`src/common/gcisc_pkg.sv`:
```
// shared constants for the signalling-channel link: frame layout,
// command/indication bit positions, register map and timing.
// assumes a 200 MHz reference clock on both ends.
package gcisc_pkg;
    // ------------------------------------------------------------
    // frame layout
    // ------------------------------------------------------------
    localparam int IDX_W = 5;
    localparam logic [4:0] BIT_FIRST = 5'h00;
    localparam logic [4:0] BIT_LAST = 5'h1f;
    localparam logic [4:0] SC_PRE = 5'h17;
    localparam logic [4:0] SC_FIRST = 5'h18;
    localparam logic [4:0] SC_LAST = 5'h1f;
    localparam int SC_W = 8;
    localparam int CI_W = 6;
    localparam logic [1:0] HS_IDLE = 2'h3;
    // ------------------------------------------------------------
    // command positions (position n is bit n-1)
    // ------------------------------------------------------------
    localparam int CMD_W = 4;
    localparam int RX_ONHOOK_LINE_MONITOR = 3;
    localparam int RX_GROUND_DETECT_ENABLE = 2;
    localparam int RX_RG = 1;
    localparam int RX_OH = 0;
    localparam logic [3:0] CMD_RESET = 4'h0;
    // ------------------------------------------------------------
    // indication positions
    // ------------------------------------------------------------
    localparam int TX_RSV = 5;
    localparam int TX_CVI = 4;
    localparam int TX_DOD = 3;
    localparam int TX_INT = 2;
    localparam int TX_BATT = 1;
    localparam int TX_TGD = 0;
    localparam logic TX_RSV_VAL = 1'b0;
    localparam int LVS_BATT_BIT = 7;
    // ------------------------------------------------------------
    // device register map, 8-bit register addresses
    // ------------------------------------------------------------
    localparam int REG_ADDR_W = 8;
    localparam logic [7:0] REG_LINE_HOOK = 8'h05;
    localparam logic [7:0] REG_LINE_FAULT = 8'h13;
    localparam int LHC_ONHOOK_LINE_MONITOR_BIT = 3;
    localparam int LHC_OH_BIT = 0;
    localparam int LFS_DOD_BIT = 1;
    // ------------------------------------------------------------
    // host register map
    // ------------------------------------------------------------
    localparam logic [7:0] HREG_CTRL = 8'h00;
    localparam logic [7:0] HREG_IND = 8'h01;
    localparam logic [7:0] HREG_IRQ_STAT = 8'h02;
    localparam logic [7:0] HREG_IRQ_MASK = 8'h03;
    localparam logic [7:0] HREG_EOM = 8'h04;
    localparam logic [7:0] CTRL_RESET = 8'hc0;
    localparam int IRQ_W = 2;
    localparam int IRQ_IND_CHG = 0;
    localparam int IRQ_EOM_DONE = 1;
    localparam logic [1:0] EOM_FRAMES = 2'h2;
    // ------------------------------------------------------------
    // timing
    // ------------------------------------------------------------
    localparam int REF_NS = 5;
    localparam int LINK_HALF_NS = 24;
    localparam int LINK_HALF_CYC = (LINK_HALF_NS + REF_NS - 1) / REF_NS;
endpackage

```
`src/common/gcisc_if.sv`:
```
// highway pins between host and device.
// transmit line is open drain with a pull-up resolved here.
`timescale 1ns/1ps
`default_nettype none
interface gcisc_if;
    logic dcl;
    logic fsc;
    logic highway_receive_line;
    logic dtx_o;
    logic dtx_oe;
    logic highway_transmit_line;

    assign highway_transmit_line = dtx_oe ? dtx_o : 1'b1;

    modport dev (input dcl, input fsc, input highway_receive_line, input highway_transmit_line, output dtx_o, output dtx_oe);
    modport host (output dcl, output fsc, output highway_receive_line, input highway_transmit_line);
endinterface
`default_nettype wire

```
`src/rtl/gcisc_device.sv`:
```
// device end of the signalling channel: samples the highway, validates
// commands over two frames and sends indications back.
// assumes the highway pins come from another clock domain.
`timescale 1ns/1ps
`default_nettype none
module gcisc_device (
    input wire logic ref_clk_i,                // 200 MHz clock
    input wire logic rst_i,                    // async reset, high
    gcisc_if.dev link,                         // highway pins
    input wire logic line_threshold_interrupt_i, // threshold event level
    input wire logic dropout_detect_flag_i,    // drop-out level
    input wire logic int_pin_i,                // interrupt pin level
    input wire logic [7:0] line_voltage_status_i, // line voltage status
    input wire logic ground_detect_status_i,   // ground detect level
    output logic onhook_line_monitor_o,        // on-hook monitor control
    output logic ground_detect_enable_o,       // ground detect enable
    output logic ring_ground_control_o,        // ring ground control
    output logic offhook_control_o,            // off-hook control
    output logic [7:0] line_hook_control_o,    // hook control register view
    output logic [7:0] line_fault_status_o,    // fault status register view
    output logic cmd_change_o,                 // pulse on validated change
    output logic [1:0] dn_hs_o,                // last downstream {mr, mx}
    output logic end_of_message_o              // pulse on end of message
);
    // ------------------------------------------------------------
    // pin synchronisers
    // ------------------------------------------------------------
    logic [2:0] sync1_q;
    logic [2:0] sync2_q;
    logic dcl_prev_q;
    logic dcl_s;
    logic fsc_s;
    logic drx_s;
    logic rise;
    logic fall;

    always_ff @(posedge ref_clk_i or posedge rst_i) begin
        if (rst_i) begin
            sync1_q <= 3'h0;
            sync2_q <= 3'h0;
            dcl_prev_q <= 1'b0;
        end else begin
            sync1_q <= {link.highway_receive_line, link.fsc, link.dcl};
            sync2_q <= sync1_q;
            dcl_prev_q <= sync2_q[0];
        end
    end

    assign dcl_s = sync2_q[0];
    assign fsc_s = sync2_q[1];
    assign drx_s = sync2_q[2];
    assign rise = dcl_s & ~dcl_prev_q;
    assign fall = ~dcl_s & dcl_prev_q;

    // ------------------------------------------------------------
    // bit position within the subframe
    // ------------------------------------------------------------
    logic [4:0] idx_q;
    logic [4:0] idx_next;
    logic locked_q;

    assign idx_next = fsc_s ? gcisc_pkg::BIT_FIRST : 5'(idx_q + 5'h01);

    always_ff @(posedge ref_clk_i or posedge rst_i) begin
        if (rst_i) begin
            idx_q <= gcisc_pkg::BIT_LAST;
            locked_q <= 1'b0;
        end else if (rise) begin
            idx_q <= idx_next;
            if (fsc_s) begin
                locked_q <= 1'b1;
            end
        end
    end

    // ------------------------------------------------------------
    // receive slot
    // ------------------------------------------------------------
    logic [7:0] rx_sh_q;
    logic frame_done_q;
    logic [3:0] rx_cmd;

    always_ff @(posedge ref_clk_i or posedge rst_i) begin
        if (rst_i) begin
            rx_sh_q <= 8'hff;
            frame_done_q <= 1'b0;
        end else begin
            frame_done_q <= rise && locked_q && idx_next == gcisc_pkg::SC_LAST;
            if (rise && idx_next >= gcisc_pkg::SC_FIRST) begin
                rx_sh_q <= {rx_sh_q[6:0], drx_s};
            end
        end
    end

    // reserved top positions are dropped before validation
    assign rx_cmd = rx_sh_q[gcisc_pkg::SC_W-1-(gcisc_pkg::CI_W-gcisc_pkg::CMD_W) -: gcisc_pkg::CMD_W];

    // ------------------------------------------------------------
    // two-frame command validation
    // ------------------------------------------------------------
    logic [3:0] prim_q;
    logic [3:0] sec_q;
    logic sec_valid_q;
    logic change_q;

    always_ff @(posedge ref_clk_i or posedge rst_i) begin
        if (rst_i) begin
            prim_q <= gcisc_pkg::CMD_RESET;
            sec_q <= gcisc_pkg::CMD_RESET;
            sec_valid_q <= 1'b0;
            change_q <= 1'b0;
        end else begin
            change_q <= 1'b0;
            if (frame_done_q) begin
                if (rx_cmd == prim_q) begin
                    sec_valid_q <= 1'b0;
                end else if (sec_valid_q && rx_cmd == sec_q) begin
                    prim_q <= sec_q;
                    sec_valid_q <= 1'b0;
                    change_q <= 1'b1;
                end else begin
                    sec_q <= rx_cmd;
                    sec_valid_q <= 1'b1;
                end
            end
        end
    end

    assign onhook_line_monitor_o = prim_q[gcisc_pkg::RX_ONHOOK_LINE_MONITOR];
    assign ground_detect_enable_o = prim_q[gcisc_pkg::RX_GROUND_DETECT_ENABLE];
    assign ring_ground_control_o = prim_q[gcisc_pkg::RX_RG];
    assign offhook_control_o = prim_q[gcisc_pkg::RX_OH];
    assign cmd_change_o = change_q;

    // register views at 8-bit addresses for the monitor engine
    always_comb begin
        line_hook_control_o = 8'h00;
        line_hook_control_o[gcisc_pkg::LHC_ONHOOK_LINE_MONITOR_BIT] = prim_q[gcisc_pkg::RX_ONHOOK_LINE_MONITOR];
        line_hook_control_o[gcisc_pkg::LHC_OH_BIT] = prim_q[gcisc_pkg::RX_OH];
    end

    // data outputs come from flops, so the fault view lags its input by one cycle
    always_ff @(posedge ref_clk_i or posedge rst_i) begin
        if (rst_i) begin
            line_fault_status_o <= 8'h00;
        end else begin
            line_fault_status_o <= 8'h00;
            line_fault_status_o[gcisc_pkg::LFS_DOD_BIT] <= dropout_detect_flag_i;
        end
    end

    // ------------------------------------------------------------
    // downstream handshake and end of message
    // ------------------------------------------------------------
    logic [1:0] hs_q;
    logic [1:0] idle_cnt_q;
    logic eom_q;

    always_ff @(posedge ref_clk_i or posedge rst_i) begin
        if (rst_i) begin
            hs_q <= gcisc_pkg::HS_IDLE;
            idle_cnt_q <= 2'h0;
            eom_q <= 1'b0;
        end else begin
            eom_q <= 1'b0;
            if (frame_done_q) begin
                hs_q <= rx_sh_q[1:0];
                if (rx_sh_q[1:0] != gcisc_pkg::HS_IDLE) begin
                    idle_cnt_q <= 2'h0;
                end else if (idle_cnt_q < gcisc_pkg::EOM_FRAMES) begin
                    idle_cnt_q <= 2'(idle_cnt_q + 2'h1);
                    eom_q <= 2'(idle_cnt_q + 2'h1) == gcisc_pkg::EOM_FRAMES;
                end
            end
        end
    end

    assign dn_hs_o = hs_q;
    assign end_of_message_o = eom_q;

    // ------------------------------------------------------------
    // transmit slot
    // ------------------------------------------------------------
    logic [7:0] ind_byte;
    logic [7:0] tx_sh_q;
    logic dtx_q;
    logic dtx_oe_q;

    // inputs share this clock, so they are sampled without synchronisers
    always_comb begin
        ind_byte = 8'h00;
        ind_byte[2+gcisc_pkg::TX_RSV] = gcisc_pkg::TX_RSV_VAL;
        ind_byte[2+gcisc_pkg::TX_CVI] = line_threshold_interrupt_i;
        ind_byte[2+gcisc_pkg::TX_DOD] = dropout_detect_flag_i;
        ind_byte[2+gcisc_pkg::TX_INT] = int_pin_i;
        ind_byte[2+gcisc_pkg::TX_BATT] = line_voltage_status_i[gcisc_pkg::LVS_BATT_BIT];
        ind_byte[2+gcisc_pkg::TX_TGD] = ground_detect_status_i;
        ind_byte[1:0] = gcisc_pkg::HS_IDLE; // monitor engine absent: stays idle
    end

    // data changes on the falling edge so the host samples it settled
    always_ff @(posedge ref_clk_i or posedge rst_i) begin
        if (rst_i) begin
            tx_sh_q <= 8'hff;
            dtx_q <= 1'b1;
            dtx_oe_q <= 1'b0;
        end else if (fall) begin
            if (locked_q && idx_q == gcisc_pkg::SC_PRE) begin
                tx_sh_q <= {ind_byte[6:0], 1'b1};
                dtx_q <= ind_byte[7];
                dtx_oe_q <= 1'b1;
            end else if (locked_q && idx_q >= gcisc_pkg::SC_FIRST && idx_q < gcisc_pkg::SC_LAST) begin
                tx_sh_q <= {tx_sh_q[6:0], 1'b1};
                dtx_q <= tx_sh_q[7];
                dtx_oe_q <= 1'b1;
            end else begin
                dtx_q <= 1'b1;
                dtx_oe_q <= 1'b0;
            end
        end
    end

    assign link.dtx_o = dtx_q;
    assign link.dtx_oe = dtx_oe_q;
endmodule
`default_nettype wire

```
`src/flat_wrapper.sv`:
```
// flat-port wrapper written by rule: the top's interface ports become plain ports
module gcisc_device_flat 
  (ref_clk_i, rst_i, line_threshold_interrupt_i, dropout_detect_flag_i, int_pin_i, line_voltage_status_i, ground_detect_status_i, onhook_line_monitor_o, ground_detect_enable_o, ring_ground_control_o, offhook_control_o, line_hook_control_o, line_fault_status_o, cmd_change_o, dn_hs_o, end_of_message_o, link_dcl, link_fsc, link_highway_receive_line, link_dtx_o, link_dtx_oe);
  gcisc_if link_i ();
  input wire logic ref_clk_i;
  input wire logic rst_i;
  input wire logic line_threshold_interrupt_i;
  input wire logic dropout_detect_flag_i;
  input wire logic int_pin_i;
  input wire logic [7:0] line_voltage_status_i;
  input wire logic ground_detect_status_i;
  output logic onhook_line_monitor_o;
  output logic ground_detect_enable_o;
  output logic ring_ground_control_o;
  output logic offhook_control_o;
  output logic [7:0] line_hook_control_o;
  output logic [7:0] line_fault_status_o;
  output logic cmd_change_o;
  output logic [1:0] dn_hs_o;
  output logic end_of_message_o;
  input wire logic [$bits(link_i.dcl)-1:0] link_dcl;
  input wire logic [$bits(link_i.fsc)-1:0] link_fsc;
  input wire logic [$bits(link_i.highway_receive_line)-1:0] link_highway_receive_line;
  output wire logic [$bits(link_i.dtx_o)-1:0] link_dtx_o;
  output wire logic [$bits(link_i.dtx_oe)-1:0] link_dtx_oe;
  assign link_i.dcl = link_dcl;
  assign link_i.fsc = link_fsc;
  assign link_i.highway_receive_line = link_highway_receive_line;
  assign link_dtx_o = link_i.dtx_o;
  assign link_dtx_oe = link_i.dtx_oe;
  gcisc_device u_core (.ref_clk_i(ref_clk_i), .rst_i(rst_i), .link(link_i), .line_threshold_interrupt_i(line_threshold_interrupt_i), .dropout_detect_flag_i(dropout_detect_flag_i), .int_pin_i(int_pin_i), .line_voltage_status_i(line_voltage_status_i), .ground_detect_status_i(ground_detect_status_i), .onhook_line_monitor_o(onhook_line_monitor_o), .ground_detect_enable_o(ground_detect_enable_o), .ring_ground_control_o(ring_ground_control_o), .offhook_control_o(offhook_control_o), .line_hook_control_o(line_hook_control_o), .line_fault_status_o(line_fault_status_o), .cmd_change_o(cmd_change_o), .dn_hs_o(dn_hs_o), .end_of_message_o(end_of_message_o));
endmodule
```
`config.mk`:
```
export PLATFORM = sky130hd
export DESIGN_NAME = gcisc_device_flat
export DESIGN_NICKNAME = d
export VERILOG_FILES = /design/src/common/gcisc_pkg.sv /design/src/common/gcisc_if.sv /design/src/rtl/gcisc_device.sv /design/src/flat_wrapper.sv
export SDC_FILE = /design/constraint.sdc
export NUM_CORES = 1
export LEC_CHECK = 0
export BUFFER_PORTS_ARGS = -buffer_cell sky130_fd_sc_hd__clkbuf_2
export CAP_MARGIN = 20
export CORE_ASPECT_RATIO = 1.1
export CORE_MARGIN = 2
export CORE_UTILIZATION = 40
export CTS_BUF_LIST = sky130_fd_sc_hd__clkbuf_2 sky130_fd_sc_hd__clkbuf_4 sky130_fd_sc_hd__clkbuf_8
export DETAILED_ROUTE_END_ITERATION = 6
export SLEW_MARGIN = 20
export SYNTH_ARGS = -nofsm -noshare
export SYNTH_HDL_FRONTEND = slang
export SYNTH_SLANG_ARGS = --single-unit
```
`constraint.sdc`:
```
create_clock -name ref_clk_i -period 2.6 [get_ports ref_clk_i]
set_input_delay 0.26 -clock ref_clk_i [delete_from_list [all_inputs] [get_ports ref_clk_i]]
set_output_delay 0.26 -clock ref_clk_i [all_outputs]
set_load 0.01 [all_outputs]
```
## After elaboration in Yosys (flattened, before gate mapping)

Index checks and enable logic that the tools add are counted.

- Add/sub/neg operators: 2
- Multiply operators: 0
- Divide/modulo/power cells: 0
- $lt $le $gt $ge: 4
- Equal/unequal tests: 6
- Shift operators: 0
- Mux-type cells: 17
- Bitwise logic cells: 6
- Reductions and logical operators: 14

Operators by type and width:

| cell | number |
|---|---|
| $mux W8 | 2 |
| $mux W1 | 12 |
| $eq A5 B5 Y1 const B | 2 |
| $ge A5 B5 Y1 const B | 2 |
| $eq A4 B4 Y1 | 2 |
| $logic_and A1 B1 Y1 | 7 |
| $reduce_and A2 Y1 | 3 |
| $reduce_and A3 Y1 | 2 |
| $add A5 B1 Y5 const B | 1 |
| $lt A5 B5 Y1 const B | 1 |
| $mux W5 | 1 |
| $mux W2 | 2 |
| $not A1 Y1 | 4 |
| $reduce_bool A2 Y1 | 2 |
| $add A2 B1 Y2 const B | 1 |
| $and A1 B1 Y1 | 2 |
| $eq A2 B2 Y1 const B | 1 |
| $lt A2 B2 Y1 const B | 1 |
| $ne A2 B2 Y1 const B | 1 |

- Bits in registers: 46
- Latch bits: 0
- Memory bits (writable): 0
- ROM bits: 0
- Bits of input ports: 17
- Output and inout bits: 26
- Word-level logic and storage cells: 67
- Memories kept: 0

## Logic depth before layout (Yosys ltp)

- Word-level depth: 5
- Gate-level depth with buffers: 6
- Gate-level depth less buffers: 5

## Worst setup path before layout

OpenSTA, ideal clock, no wires.

- Path kind: register to register
- Start point: register u_core.idx_q[1]
- End point: register u_core.tx_sh_q[4]
- Setup time: 82 ps
- Arrival time: 1815 ps
- Required time: 2518 ps
- Slack: 703 ps
- Stages on the path, launching flop included: 7
- Buffers on the path: 1
- Clock period less this slack: 1897 ps
- Path through: dfstp_2 -> ha_1 -> buf_2 -> nand3b_1 -> nor2_1 -> mux2_2 -> mux2_2

- Word-level cells in the longest chain between the ends: 5
- Elaborated cells on any way between the ends: 9
- Classes of those cells: 2 x order compare; 1 x eq/ne; 1 x mux; 5 x reduce/logical

Ends and longest elaborated chain:

| item | line | RTL |
|---|---|---|
| from (decl) | gcisc_device.sv:58 | `logic [4:0] idx_q;` |
| from (signal assigned) | gcisc_device.sv:66 | `idx_q <= gcisc_pkg::BIT_LAST;` |
| from (signal assigned) | gcisc_device.sv:69 | `idx_q <= idx_next;` |
| $ge A5 B5 Y1 | gcisc_device.sv:212 | `end else if (locked_q && idx_q >= gcisc_pkg::SC_FIRST && idx_q < gcisc_pkg::SC_LAST) begin` |
| $logic_and A1 B1 Y1 (2 in series) | gcisc_device.sv:212 |  |
| $reduce_bool A2 Y1 (no source line) | - |  |
| $reduce_and A2 Y1 (no source line) | - |  |
| to (signal assigned) | gcisc_device.sv:209 | `tx_sh_q <= {ind_byte[6:0], 1'b1};` |
| to (signal assigned) | gcisc_device.sv:213 | `tx_sh_q <= {tx_sh_q[6:0], 1'b1};` |
| to (decl) | gcisc_device.sv:185 | `logic [7:0] tx_sh_q;` |

Parallel ways exist; a longest one is shown, timed or not.
A chain may end at the register's enable or synchronous reset.

## Final worst setup path

Same ends and word-level chain as after synthesis.

==> reports/qor.txt <==
Status: complete, no violations
Placed cell areas: 0.00213 mm^2
Ys async rst share: 100%
CP Launch Type: flip-flop
Sink Count: 43
IR drop worst, VDD: 0.000364 V
Met3 wire length: 165 um
Buffers added on ports: 22
Commonest non-fill, non-tap cell in the layout: dfrtp_1
First-pass GRT wire length: 5410 um
CP cell instances: ha_1, nand3b_1, nor2_1, mux2_2, mux2_2
Yosys warning count: 0
DR iter-0 viols: 77
Hold Fails Final Rpt: 0
P_leak: 1.07 nW
Area Overhead vs Synth: 10.7%
Crit path top cell by count: mux2_2
Final setup margin: 0.471 ns
Die width: 71.9 um
Max Slew Vio Count: 0
Worst Path Required: 2.82 ns
Number of setup buffers added after CTS: 0
Final instance area: 0.00225 mm^2
Number of fill cells: 474
Cell row count: 27
RSZ-0062 raised after global routing: no
Overall routing resource usage: 12.2%
Proportion of layout cells with a drive suffix above 1: 38.9%
Multi-input logic area: 791 um^2
Vias in the first global route: 1,209
Die Y: 78.7 um
Core Area: 0.00493 mm^2
Routed len/inst: 12.4 um
Die area: 0.00566 mm^2
Max incr delay on CP: 0.57 ns
Worst reg2reg setup slack: 0.47 ns
Crit path max-delay family: multiplexers
CTS tree: done
Post-CTS Resized: 0
Most frequent cells in the layout: dfrtp_1 (24), clkbuf_2 (22), mux2_2 (19), dfstp_2 (19)
Worst hold path type: input pin to async pin
Tcrit/Tclk final: 81.9%
Routed WL: 3120 um
Worst-margin pin slew: 0.529 ns
Cell Area, Synth: 0.00203 mm^2
Residual DRC: 0
Met2 WL: 1630 um
Buf/Inv on CP: 0
I/O pins: 43
CP max stage cell: dfstp_2
Top cell type's share of synthesized area: 29.6%
Worst-path clk slew: 0.08 ns
CP arrival: 2.35 ns
Worst Path Max Fanout: 8
Post-layout min period: 2.13 ns
Kind of critical path: flip-flop to flip-flop
Synth Instances: 170
Initial Util: 41.1%
Area contributors post-synth: dfrtp_1 (30%), dfstp_2 (25%), mux2_2 (11%)
Avg Vias per Cell: 4.95
CTS Buffer Depth: 2
Drt first pass iters: 4
Dpl hpwl: 2270 um
M1 WL: 1310 um
ANT nets after route: 0
Initial antenna violation count: 0
CTS buffer count: 5
Setup TNS: 0 ns
Max-Cap Viols: 0
Vias: 1,243
Grt ovf: 0
Clock Root Buffer: clkbuf_8
Syn avg cell area: 11.9 um^2
Clock Skew: 0.00836 ns
Fmax achieved: 470 MHz
Storage cell area: 0.00110 mm^2
Power Density: 590 mW/mm^2
RD Place Congestion: 0.696
Nets: 212
Number of inserted diodes: 0
Hold-fix buffers, CTS: 0
Leading register cell type out of synthesis: dfrtp_1
Post-Place Setup Slack: 0.475 ns
Library cells used by synthesis: 38
Top Layer Used: met4
Flops & latches, synth: 43
Hold Slack: 0.0725 ns
H-tree levels: 2
Final setup violating endpoints: 0
Number of synthesized flops with an enable pin: 0
Leading area contributor after synthesis: dfrtp_1
Clock latency on the worst-skew pair: 0.29 ns
Pin count of the biggest net entering global routing: 44
Share of the yosys chip area belonging to registers: 54.2%
Worst setup EP type: flip-flop
Rel. slew slack: 64.7%
[layer usage]
metal,up-vias,track usage (%)
met3,2,3.81
li1,588,-
met2,33,20.6
met5,-,0
met4,0,3.40
met1,620,14.9
[Yosys cell counts (2+ instances only)]
cell and n:
inv_1 13, nand2b_1 7, dfstp_2 19, nand2_1 12, nand3_1 2, o21ai_0 10
nand3b_1 3, a21oi_1 3, clkbuf_1 2, buf_4 15, xor2_1 5, nor2_1 5
ha_1 3, mux2_2 19, buf_2 3, dfrtp_1 24, mux2_1 4
[area by class of cell]
class	count	share of cell area, %
clock buffer	6	3.67
clock inverter	2	1.56
inverter	13	2.17
multi-input combinational	106	35.2
sequential	43	48.9
tap	58	3.23
timing repair buffer	23	5.23
[report_power, final]
group,internal [mW],switching (mW),total (mW)
registers,0.697,0.0235,0.720
logic,0.0266,0.0468,0.0734
clock network,0.311,0.222,0.533
total,1.03,0.292,1.33
[tightest hold or removal path: stages]
cell and delay, ns:
clkbuf_2 0.08, inv_1 0.04, buf_4 0.44
[flip-flops by register name, summed over array words and instances (netlist names)]
register,flops
u_core.dn_hs_o,2
u_core.idx_q,5
u_core.tx_sh_q,5
u_core.sync2_q,3
u_core.end_of_message_o,1
u_core.idle_cnt_q,2
u_core.link.dtx_oe,1
u_core.frame_done_q,1
u_core.prim_q,4
u_core.sync1_q,3
u_core.cmd_change_o,1
u_core.dcl_prev_q,1
u_core.sec_q,4
u_core.sec_valid_q,1
u_core.locked_q,1
u_core.link.dtx_o,1
u_core.line_fault_status_o,1
u_core.rx_sh_q,6
[per-stage QoR]
step / power, mW / cells / utilization [%]
after floorplan: 0.800 / 182 / -
after global placement: 0.801 / 243 / 43.2
after detailed placement: 0.807 / 243 / 43.2
after CTS: 1.35 / 251 / 45.6
after global routing: 1.40 / 251 / 45.6
final: 1.33 / 251 / 45.6
[cell families after synthesis]
logic type,count (synthesis),synth area share (%)
adder cells (fa/ha/maj),3,1.85
multiplexers,24,13.3
AO/OA/AOI/OAI,27,10.1
XOR/XNOR,6,2.59
flip-flops,43,54.2
buffers and inverters,33,9.06
other,1,0.185
AND/OR/NAND/NOR,33,8.82
[worst paths after layout]
check	from	endpoint	depth (start not counted)
max	u_core.idx_q[1]	u_core.tx_sh_q[4]	5
max in group asynchronous	rst_i	u_core.idx_q[3]	3
min in group ref_clk_i	link_highway_receive_line	u_core.sync1_q[2]	1
min reg2reg	u_core.sync1_q[1]	u_core.sync2_q[1]	0
max reg2reg	u_core.idx_q[1]	u_core.tx_sh_q[4]	5
min	rst_i	u_core.line_fault_status_o[1]	3
(Power assumes the default switching activity.)
